### config.mk
export PLATFORM = sky130hd
export DESIGN_NAME = css_ctrl
export DESIGN_NICKNAME = d
export VERILOG_FILES = /design/src/logic/css_pkg.sv /design/src/logic/css_ctrl.sv
export SDC_FILE = /design/constraint.sdc
export NUM_CORES = 1
export LEC_CHECK = 0
export BUFFER_PORTS_ARGS = -buffer_cell sky130_fd_sc_hd__clkbuf_2
export CELL_PAD_IN_SITES_DETAIL_PLACEMENT = 2
export CELL_PAD_IN_SITES_GLOBAL_PLACEMENT = 2
export CORE_MARGIN = 3
export CORE_UTILIZATION = 28
export CTS_BUF_LIST = sky130_fd_sc_hd__clkbuf_4
export DETAILED_ROUTE_END_ITERATION = 12
export GPL_ROUTABILITY_DRIVEN = 0
export PLACE_DENSITY = 0.81
export SYNTH_ARGS = -nofsm -noshare
export SYNTH_HDL_FRONTEND = slang
export SYNTH_SLANG_ARGS = --single-unit
### constraint.sdc
create_clock -name clk_sys -period 1.7 [get_ports clk_sys]
set_input_delay 0.51 -clock clk_sys [delete_from_list [all_inputs] [get_ports clk_sys]]
set_output_delay 0.51 -clock clk_sys [all_outputs]
set_load 0.05 [all_outputs]
### src/logic/css_pkg.sv
`default_nettype none
package css_pkg;
	// data memory addresses of the two control registers
	localparam logic [11:0] CSS_SCC_ADDR = 12'hFB7;
	localparam logic [11:0] CSS_PCC_ADDR = 12'hFB3;
	// values after reset
	localparam logic [3:0] CSS_PCC_RST = 4'h0;
	localparam logic [3:0] CSS_SCC_RST = 4'h0;
	localparam logic [5:0] CSS_CNT_RST = 6'h00;
	localparam logic [1:0] CSS_SEL_RST = 2'h0;
	// field positions
	localparam int CSS_PCC_STOP = 3;
	localparam int CSS_PCC_HALT = 2;
	localparam int CSS_SCC_OSTOP = 3;
	localparam int CSS_SCC_SRC = 0;
	// cpu clock select codes
	localparam logic [1:0] CSS_SEL_DIV64 = 2'h0;
	localparam logic [1:0] CSS_SEL_DIV16 = 2'h1;
	localparam logic [1:0] CSS_SEL_DIV8 = 2'h2;
	localparam logic [1:0] CSS_SEL_DIV4 = 2'h3;
	// terminal counts of the machine-cycle divider, in oscillator ticks
	localparam logic [5:0] CSS_TC_DIV64 = 6'h3F;
	localparam logic [5:0] CSS_TC_DIV16 = 6'h0F;
	localparam logic [5:0] CSS_TC_DIV8 = 6'h07;
	localparam logic [5:0] CSS_TC_DIV4 = 6'h03;
	localparam logic [5:0] CSS_TC_SUB = 6'h03;
	// access from the cpu core
	typedef struct packed {
		logic wr4;
		logic bit_wr;
		logic rd;
		logic [11:0] addr;
		logic [3:0] wdata;
		logic [1:0] bit_sel;
		logic bit_val;
	} css_cpu_req_t;
	// state shown to the standby logic
	typedef struct packed {
		logic stop;
		logic halt;
		logic on_sub;
		logic main_run;
	} css_status_t;
	// cpu clock source sequencer
	typedef enum logic [3:0] {
		CSS_MAIN = 4'h1,
		CSS_TO_SUB = 4'h2,
		CSS_SUB = 4'h4,
		CSS_TO_MAIN = 4'h8
	} css_src_t;
endpackage
`default_nettype wire

### src/logic/css_ctrl.sv
`default_nettype none
// Notes on behaviour
// - reset clears both control registers; cpu runs main clock at slowest rate
// - on main clock, low two processor bits pick divide by 64, 16, 8 or 4
// - on main clock both stop and halt standby modes are available
// - on subsystem clock select bits ignored; cpu clock is subsystem divided by four
// - on subsystem clock halt allowed, stop refused, subsystem oscillator never stopped
// - peripheral ticks come from main clock; watch tick comes straight from subsystem
// - with main oscillator stopped peripheral ticks cease; watch tick runs, and cpu tick too if stopped by the system register bit
// - processor register is four bits: two clock select, two standby mode
// - either mode bit set means standby; release signal clears both
// - a four-bit write loads select bits and forces both mode bits to zero
// - stop instruction sets bit 3, halt sets bit 2, bank flag irrelevant
// - stop instruction accepted only while cpu runs from main oscillator
// - system register at FB7H: bit 0 source, bit 3 main oscillator stop
// - encoding: 00 main, 01 sub, 11 sub with main stopped, 10 prohibited
// - source and oscillator-stop bits never change together; single-bit writes always work
// - oscillator-stop bit stops main only while on subsystem clock, never enters stop
// - source change takes effect within one subsystem period
// - oscillator-stop ties main input pin low; never with external main clock
module css_ctrl
	import css_pkg::*;
(
	// clock and reset
	input wire logic clk_sys,
	input wire logic reset_n,
	// oscillator waveforms from the pins
	input wire logic main_osc_input_pin,
	input wire logic sub_osc_pin,
	// register access and instructions from the cpu core
	input wire css_cpu_req_t cpu_req,
	input wire logic stop_instr,
	input wire logic halt_instr,
	input wire logic standby_release,
	output logic [3:0] rdata,
	output logic rdata_valid,
	// clock enables
	output logic cpu_clk_en,
	output logic periph_clk_en,
	output logic watch_clk_en,
	// oscillator control and status
	output logic main_osc_enable,
	output logic main_osc_clamp,
	output css_status_t status
);

	////////////////////////////////////////////////////////////////////////
	// pin synchronisers
	logic m_s1, m_s2, m_s3;
	logic s_s1, s_s2, s_s3;
	logic main_rise, sub_rise;

	// third stage only feeds the edge detectors, never the first
	always_ff @(posedge clk_sys) begin
		if (!reset_n) begin
			m_s1 <= 1'b0;
			m_s2 <= 1'b0;
			m_s3 <= 1'b0;
			s_s1 <= 1'b0;
			s_s2 <= 1'b0;
			s_s3 <= 1'b0;
		end else begin
			m_s1 <= main_osc_input_pin;
			m_s2 <= m_s1;
			m_s3 <= m_s2;
			s_s1 <= sub_osc_pin;
			s_s2 <= s_s1;
			s_s3 <= s_s2;
		end
	end

	logic main_run;
	// a stopped oscillator gives no ticks even if the pin still wiggles
	assign main_rise = m_s2 & ~m_s3 & main_run;
	assign sub_rise = s_s2 & ~s_s3;

	////////////////////////////////////////////////////////////////////////
	// control registers
	logic [3:0] cpu_clock_and_standby_reg, next_pcc;
	logic [3:0] system_clock_select_reg, next_scc;
	logic [3:0] next_rdata;
	logic next_rdata_valid, next_main_run;
	logic hit_pcc, hit_scc;
	css_src_t state, next_state;

	assign hit_pcc = cpu_req.addr == CSS_PCC_ADDR;
	assign hit_scc = cpu_req.addr == CSS_SCC_ADDR;

	// instruction sets are applied after the release so a set wins
	always_comb begin
		next_pcc = cpu_clock_and_standby_reg;
		next_scc = system_clock_select_reg;
		next_rdata = rdata;
		if (cpu_req.wr4 && hit_pcc) begin
			next_pcc = {2'b00, cpu_req.wdata[1:0]};
		end
		// a nibble write that would flip both bits is dropped whole
		if (cpu_req.wr4 && hit_scc && !((cpu_req.wdata[CSS_SCC_OSTOP] != system_clock_select_reg[CSS_SCC_OSTOP])
				&& (cpu_req.wdata[CSS_SCC_SRC] != system_clock_select_reg[CSS_SCC_SRC]))) begin
			next_scc[CSS_SCC_OSTOP] = cpu_req.wdata[CSS_SCC_OSTOP];
			next_scc[CSS_SCC_SRC] = cpu_req.wdata[CSS_SCC_SRC];
		end
		// single-bit writes need no bank flag
		if (cpu_req.bit_wr && hit_scc) begin
			if (cpu_req.bit_sel == 2'(CSS_SCC_OSTOP)) begin
				next_scc[CSS_SCC_OSTOP] = cpu_req.bit_val;
			end
			if (cpu_req.bit_sel == 2'(CSS_SCC_SRC)) begin
				next_scc[CSS_SCC_SRC] = cpu_req.bit_val;
			end
		end
		if (standby_release) begin
			next_pcc[CSS_PCC_STOP] = 1'b0;
			next_pcc[CSS_PCC_HALT] = 1'b0;
		end
		if (halt_instr) begin
			next_pcc[CSS_PCC_HALT] = 1'b1;
		end
		if (stop_instr && state == CSS_MAIN) begin
			next_pcc[CSS_PCC_STOP] = 1'b1;
		end
		// unused system bits read as zero
		if (cpu_req.rd) begin
			next_rdata = hit_pcc ? cpu_clock_and_standby_reg : (hit_scc ? {system_clock_select_reg[3], 2'b00, system_clock_select_reg[0]} : 4'h0);
		end
		next_rdata_valid = cpu_req.rd;
		// on main clock the stop bit is only stored; stop instruction stops it
		next_main_run = ~next_pcc[CSS_PCC_STOP] & ~(system_clock_select_reg[CSS_SCC_OSTOP] & (state == CSS_SUB));
	end

	always_ff @(posedge clk_sys) begin
		if (!reset_n) begin
			cpu_clock_and_standby_reg <= CSS_PCC_RST;
			system_clock_select_reg <= CSS_SCC_RST;
			rdata <= 4'h0;
			rdata_valid <= 1'b0;
			main_run <= 1'b1;
		end else begin
			cpu_clock_and_standby_reg <= next_pcc;
			system_clock_select_reg <= next_scc;
			rdata <= next_rdata;
			rdata_valid <= next_rdata_valid;
			main_run <= next_main_run;
		end
	end

	assign main_osc_enable = main_run;
	assign main_osc_clamp = ~main_run;
	assign status = '{stop: cpu_clock_and_standby_reg[CSS_PCC_STOP], halt: cpu_clock_and_standby_reg[CSS_PCC_HALT],
		on_sub: (state == CSS_SUB) || (state == CSS_TO_MAIN), main_run: main_run};

	////////////////////////////////////////////////////////////////////////
	// source sequencer and machine-cycle divider
	logic [5:0] cnt, next_cnt, tc;
	logic [1:0] sel_act, next_sel_act;
	logic tick_src, boundary, switching;
	logic next_cpu_clk_en, next_periph_clk_en, next_watch_clk_en;

	// main-side states still count main ticks until the switch lands
	always_comb begin
		tick_src = ((state == CSS_MAIN) || (state == CSS_TO_SUB)) ? main_rise : sub_rise;
		tc = CSS_TC_SUB;
		if ((state == CSS_MAIN) || (state == CSS_TO_SUB)) begin
			case (sel_act)
				CSS_SEL_DIV64: tc = CSS_TC_DIV64;
				CSS_SEL_DIV16: tc = CSS_TC_DIV16;
				CSS_SEL_DIV8: tc = CSS_TC_DIV8;
				default: tc = CSS_TC_DIV4;
			endcase
		end
		boundary = tick_src && (cnt == tc);
	end

	// the switch lands on the next subsystem edge; the partial cycle is
	// dropped, so a cycle may stretch but never shortens
	always_comb begin
		next_state = state;
		switching = 1'b0;
		case (state)
			CSS_MAIN: begin
				if (system_clock_select_reg[CSS_SCC_SRC]) begin
					next_state = CSS_TO_SUB;
				end
			end
			CSS_TO_SUB: begin
				if (!system_clock_select_reg[CSS_SCC_SRC]) begin
					next_state = CSS_MAIN;
				end else if (sub_rise) begin
					next_state = CSS_SUB;
					switching = 1'b1;
				end
			end
			CSS_SUB: begin
				if (!system_clock_select_reg[CSS_SCC_SRC]) begin
					next_state = CSS_TO_MAIN;
				end
			end
			CSS_TO_MAIN: begin
				if (system_clock_select_reg[CSS_SCC_SRC]) begin
					next_state = CSS_SUB;
				end else if (sub_rise) begin
					next_state = CSS_MAIN;
					switching = 1'b1;
				end
			end
			default: begin
				next_state = CSS_MAIN;
			end
		endcase
		next_cnt = cnt;
		if (switching) begin
			next_cnt = CSS_CNT_RST;
		end else if (tick_src) begin
			next_cnt = boundary ? CSS_CNT_RST : 6'(cnt + 6'h01);
		end
		// select changes only take hold at a machine-cycle boundary or when a source switch lands
		next_sel_act = (boundary || switching) ? cpu_clock_and_standby_reg[1:0] : sel_act;
		next_cpu_clk_en = boundary && !switching && !cpu_clock_and_standby_reg[CSS_PCC_STOP]
			&& !cpu_clock_and_standby_reg[CSS_PCC_HALT];
		next_periph_clk_en = main_rise;
		next_watch_clk_en = sub_rise;
	end

	always_ff @(posedge clk_sys) begin
		if (!reset_n) begin
			state <= CSS_MAIN;
			cnt <= CSS_CNT_RST;
			sel_act <= CSS_SEL_RST;
			cpu_clk_en <= 1'b0;
			periph_clk_en <= 1'b0;
			watch_clk_en <= 1'b0;
		end else begin
			state <= next_state;
			cnt <= next_cnt;
			sel_act <= next_sel_act;
			cpu_clk_en <= next_cpu_clk_en;
			periph_clk_en <= next_periph_clk_en;
			watch_clk_en <= next_watch_clk_en;
		end
	end
endmodule
`default_nettype wire

==> impl_metrics.tcl, run 1 <==
set metrics [dict create \
    worst_path_largest_cell_delay_ps 400 \
    synth-seq-area-share_pct 42.5 \
    via_per_inst 5.03 \
    required_ps 1190 \
    post-route-period-util_pct 110 \
    clock_skew_ps 11.4 \
    clkTransAtPathRegs_ps 110 \
    ant_nets 0 \
    cts_num_sinks 33 \
    synth_compound_area_share_pct 11.1 \
    synth_flop_cell "dfxtp_1" \
    synthMuxAreaShare_pct 6.76 \
    synth_area_leaders "dfxtp_1 43%, a21oi_1 4.8%, nor2_1 4.3%, mux2i_1 3.9%, nand2_1 3.4%" \
    critPathCaptureType "output port" \
    synth_adder_area_share_pct 0.805 \
    layout_setup_ws_ps -165 \
    path_class "reg2out" \
    wl_per_cell_um 18.7 \
    path_buf_inv 1 \
    core_area_sq_um 5240 \
    drv_slew 0 \
    cts_max_level 2 \
    grt_usage_pct 19.2 \
    max-clock-path-buffers 2 \
    synth_top_area_cell "dfxtp_1" \
    synth_top_family_by_area "simple AND/OR/NAND/NOR gates" \
    drc 0 \
    syn-cell-area_sq_um 1550 \
    numPortBuffers 41 \
    yosysMostFrequentCell "dfxtp_1" \
    critPathSlowestCell "dfxtp_4" \
    syn_to_final_growth_pct 38.6 \
    crit_arrival_ps 1350 \
    grt_first_pass_wirelength_mm 9.21 \
    rr_worst_depth 7 \
    ioPinCount 43 \
    die_x_um 80.5 \
    largest_reg_flops 6 \
    die_h_um 80.5 \
    critical_path_peak_fanout 4 \
    rsz0062_at_grt "true" \
    whs_path_depth 3 \
    grt_max_degree 13 \
    r2r_slack_ps -40 \
    antenna_cells 0 \
    gr-total-overflow 0 \
    maxCapViolCount 0 \
    outcome "complete, but fails checks" \
    synth_top_area_share_pct 42.5 \
    syn_inst 174 \
    crit_path_cell_trace "nor2b_4, nor2_2, nor3_4, buf_12" \
    relSlewSlack_pct 74.2 \
    cpLargestDelayFamily "simple AND/OR/NAND/NOR gates" \
    leakagePower_nw 0.920 \
    grt_pass1_vias 1759 \
    ys_top_cells_by_count "33 x dfxtp_1, 18 x nor2_1, 15 x a21oi_1" \
    dp_hpwl_mm 3.64 \
    drive_above_1_share_pct 42.4 \
    finalSetupViolCount 10 \
    avgSynthCellArea_sq_um 8.93 \
    min_period_ps 1860 \
    synthXorXnorAreaFrac_pct 4.43 \
    fp.dieArea_sq_um 6480 \
    cts_hold_buf 0 \
    initialDrtViolationCount 34 \
    yosys_warnings 0 \
    cp.depth 4 \
    num_rows 26 \
    root_buffer "clkbuf_4" \
    cts_made_buffers 5 \
    hold_violations 0 \
    yosys.area_share.simple_pct 30.4 \
    min_path_type "in2reg" \
    nets 265 \
    cp-start-kind "flip-flop" \
    cts_tree "yes" \
    synth_edf_count 0 \
    synthesis.nets 204 \
    async_flop_share_pct 0 \
    fmax_mhz 536 \
    regMostFlops "cnt" \
    p_total_mw 1.41 \
    ys_ff_latch 33 \
    dr.pass1.iters 4 \
    ir_drop_mv 0.291 \
    pre_cts_slack_ps -294 \
    start_util_pct 29.7 \
    num_vias 1540 \
    antenna_found_initial 0 \
    power.density_nw_per_um2 656 \
    violations "setup timing" \
    clk_latency_ps 340 \
    routed_wl_mm 5.71 \
    synth_cell_types 42 \
    tightest_slew_ps 384 \
]
-- cell usage in the layout, fill, tap and decap left out, types with 4 or more instances in the layout --
cell type / instances
a21oi_1: 13
nand2b_1: 7
nand2_1: 13
mux2i_1: 6
clkbuf_4: 8
clkbuf_2: 39
and2_1: 7
nor2_1: 17
mux2_2: 4
buf_4: 22
dfxtp_1: 27
nand3_1: 9
xor2_1: 4
-- where the power goes --
group          internal, mW  total [mW]  leakage, nW  switching, mW
sequential            0.783       0.791        0.271        0.00837
clock                 0.191       0.466       0.0338          0.275
combinational        0.0613       0.156        0.615         0.0945
-- worst paths after layout --
check / startpoint / end
worst max register to register: m_s3 / cnt[3]
worst min-delay path: halt_instr / cpu_clock_and_standby_reg[2]
worst max-delay path: state[3] / status[1]
worst min register to register: s_s1 / s_s2
-- worst reg2reg max path, stage by stage, from the launching register on --
cell	delay, ps
dfxtp_1	320
nand3b_1	240
buf_4	200
nor3b_2	150
mux2i_1	130
a221oi_4	340
or2_4	210
nor2_1	50
-- cells by family after synthesis --
kind of cell,Yosys count
fa+ha+maj,1
flops,33
mux,10
buf+inv,12
simple gates,84
xor+xnor,7
compound gates,27
-- metrics by stage --
| stage | setup TNS [ps] | cells | hold WS (ps) | area [sq um] | utilization (%) |
|---|---|---|---|---|---|
| 2_1_floorplan | -212 | 174 | 412 | 1570 | - |
| 3_3_place_gp | -641 | 295 | 414 | 1970 | 37.6 |
| 3_5_place_dp | -1240 | 295 | 429 | 1970 | 37.6 |
| 4_1_cts | -77.1 | 307 | 368 | 2110 | 40.3 |
| 5_1_grt | -1390 | 306 | 366 | 2150 | 41.1 |
| 6_report | -399 | 306 | 383 | 2150 | 41.1 |
-- cell type report --
type	count	area (sq um)
tap	70	87.6
fill	600	3080
clock inverter	1	3.75
inverter	2	7.51
multi-input combinational	129	927
clock buffer	7	52.6
timing repair buffer	64	399
sequential	33	676
-- metal layers --
layer | share of wire (%) | vias up | global-route usage, %
met2 | 56 | 43 | 36.4
met1 | 37 | 756 | 20.5
met5 | 0 | - | 0
met3 | 3.6 | 13 | 3.70
li1 | - | 728 | -
met4 | 3.3 | 0 | 7.77
-- repair_timing --
action	CTS	global route
pin swaps	4	1
gates resized for setup	17	10
buffers inserted	4	0
setup endpoints to repair	10	13
Power figures use the tool's default switching activity.
==> run 2, diff against run 1 <==
--- a/config.mk
+++ b/config.mk
@@ -8,9 +8,10 @@
 export BUFFER_PORTS_ARGS = -buffer_cell sky130_fd_sc_hd__clkbuf_2
 export CELL_PAD_IN_SITES_DETAIL_PLACEMENT = 2
 export CELL_PAD_IN_SITES_GLOBAL_PLACEMENT = 2
+export CORE_ASPECT_RATIO = 1.4
 export CORE_MARGIN = 3
 export CORE_UTILIZATION = 28
-export CTS_BUF_LIST = sky130_fd_sc_hd__clkbuf_4
+export CTS_BUF_LIST = sky130_fd_sc_hd__clkbuf_2
 export DETAILED_ROUTE_END_ITERATION = 12
 export GPL_ROUTABILITY_DRIVEN = 0
 export PLACE_DENSITY = 0.81
==> run 2 against run 1 <==
  * The flow still finishes with violations (setup timing)
  * Clock power is 24% higher
  * Non-clock buffer count rose by 5
  * Die area is 0.19% higher
  * Final area up 5.8%
  * Sequential share of layout area is 1.5 points lower
==> impl_metrics.tcl, run 2 (synthesis results as in run 1) <==
set metrics [dict create \
    p_seq_share_pct 51.5 \
    power.density_nw_per_um2 680 \
    ioPinCount 43 \
    violations "setup timing" \
    cts_made_buffers 5 \
    core_area_sq_um 5280 \
    antenna_cells 0 \
    ir_drop_mv 0.364 \
    finalSetupViolCount 10 \
    clkPwrFrac_pct 37.4 \
    min_path_type "in2reg" \
    routed.top_layer "met4" \
    fill_cells 606 \
    pre_cts_slack_ps -264 \
    numPortBuffers 41 \
    path_class "reg2reg" \
    dp_cells 292 \
    outcome "complete, but fails checks" \
    relSlewSlack_pct 69.4 \
    worst_path_largest_cell_delay_ps 400 \
    crit_arrival_ps 2310 \
    final_core_util_pct 43.2 \
    regMostFlops "cnt" \
    syn_to_final_growth_pct 46.5 \
    ant_nets 0 \
    clkTransAtPathRegs_ps 230 \
    cts_tree "yes" \
    largest_reg_flops 6 \
    cts_max_level 2 \
    wl_per_cell_um 20.6 \
    required_ps 2060 \
    dp_hpwl_mm 3.96 \
    die_h_um 94.1 \
    path_buf_inv 2 \
    antenna_found_initial 0 \
    drive_above_1_share_pct 46.5 \
    max-clock-path-buffers 2 \
    p_int_mw 1.11 \
    crit_top_cell "buf_6" \
    wl_met1_mm 2.29 \
    grt_first_pass_wirelength_mm 9.73 \
    post-route-period-util_pct 115 \
    critPathCaptureType "flip-flop" \
    critPathSlowestCell "dfxtp_2" \
    via_per_inst 5.18 \
    r2r_slack_ps -250 \
    combPwrFrac_pct 11.1 \
    gr-total-overflow 0 \
    tightest_slew_ps 458 \
    sw_frac_of_total_pct 28.6 \
    finalNonFillerCells 307 \
    cp-start-kind "flip-flop" \
    drv_slew 0 \
    num_vias 1589 \
    num_rows 31 \
    leakagePower_nw 0.957 \
    initialDrtViolationCount 42 \
    layout_setup_ws_ps -250 \
    fmax_mhz 513 \
    grt_max_degree 13 \
    cpLargestDelayFamily "simple AND/OR/NAND/NOR gates" \
    clock_skew_ps 34.0 \
    final_cell_mix "40 x clkbuf_2, 27 x buf_4, 26 x dfxtp_1, 14 x nor2_1, 13 x nand2_1" \
    drc 0 \
    nets 270 \
    fp.dieArea_sq_um 6490 \
    crit_path_cell_trace "buf_6, xor2_4, nor4b_4, nand3_2, a221oi_4, buf_6, nor2_4, mux2i_1" \
    maxCapViolCount 0 \
    routed_wl_mm 6.31 \
    cts_num_sinks 33 \
    min_period_ps 1950 \
    whs_ps 284 \
    wl_met2_mm 3.48 \
    wl_met3_um 238 \
    critical_path_peak_fanout 5 \
    clk_latency_ps 430 \
    start_util_pct 29.5 \
    grt_usage_pct 20.8 \
    root_buffer "clkbuf_2" \
    die_x_um 69.0 \
    rsz0062_at_grt "true" \
    hold_violations 0 \
    switchingPower_mw 0.444 \
    grt_pass1_vias 1893 \
    dr.pass1.iters 4 \
    final_common_cell "clkbuf_2" \
]
run 2: changes by cell type in the layout (fill, tap and decap cells not counted), sizes merged:
cell,change
clkbuf,-5
bufinv,+1
clkinvlp,+1
buf,+8
run 2: final timing paths:
| kind | endpoint | from | depth (start not counted) |
|---|---|---|---|
| worst min-delay path | cpu_clock_and_standby_reg[1] | cpu_req[4] | 3 |
| worst max register to register | sel_act[0] | state[0] | 8 |
| worst max-delay path | sel_act[0] | state[0] | 8 |
| worst min register to register | rdata[3] | rdata[3] | 2 |
run 2: layout make-up:
cell class,count,area (sq um),share of cell area (%)
tap,66,82.6,3.63
clock inverter,3,46.3,2.03
sequential,33,679,29.8
timing repair buffer,69,462,20.3
clock buffer,5,25.0,1.10
multi-input combinational,129,972,42.7
inverter,2,10.0,0.440
run 2: what timing repair did:
| action | in CTS | in global routing |
|---|---|---|
| pin swaps | 4 | 8 |
| hold buffers | 0 | 0 |
| endpoints found under the setup margin | 12 | 15 |
| resized for setup | 26 | 25 |
| setup buffers | 7 | 3 |
run 2: layer usage:
metal / up-vias / GRT usage, %
li1: 739 / -
met1: 775 / 20.7
met2: 53 / 37.7
met3: 22 / 3.35
met4: 0 / 13.5
met5: - / 0
run 2: tightest hold or removal path: stages:
cell and delay (ps):
clkbuf_2 80, nand3_1 60, a21oi_1 60
run 2: power groups by stage:
stage,Combinational [mW],Sequential (mW),Clock [mW]
after floorplan,0.0684,0.825,0
after global placement,0.146,0.813,0
after detailed placement,0.152,0.813,0
after CTS,0.161,0.796,0.562
after global routing,0.186,0.800,0.627
final,0.172,0.797,0.580
run 2: per-stage QoR:
stage	area [sq um]	power (mW)	setup TNS, ps
6_report	2280	1.55	-1840
5_1_grt	2280	1.61	-3280
4_1_cts	2180	1.52	-855
3_5_place_dp	1970	0.966	-1230
3_3_place_gp	1970	0.959	-740
2_1_floorplan	1570	0.893	-212
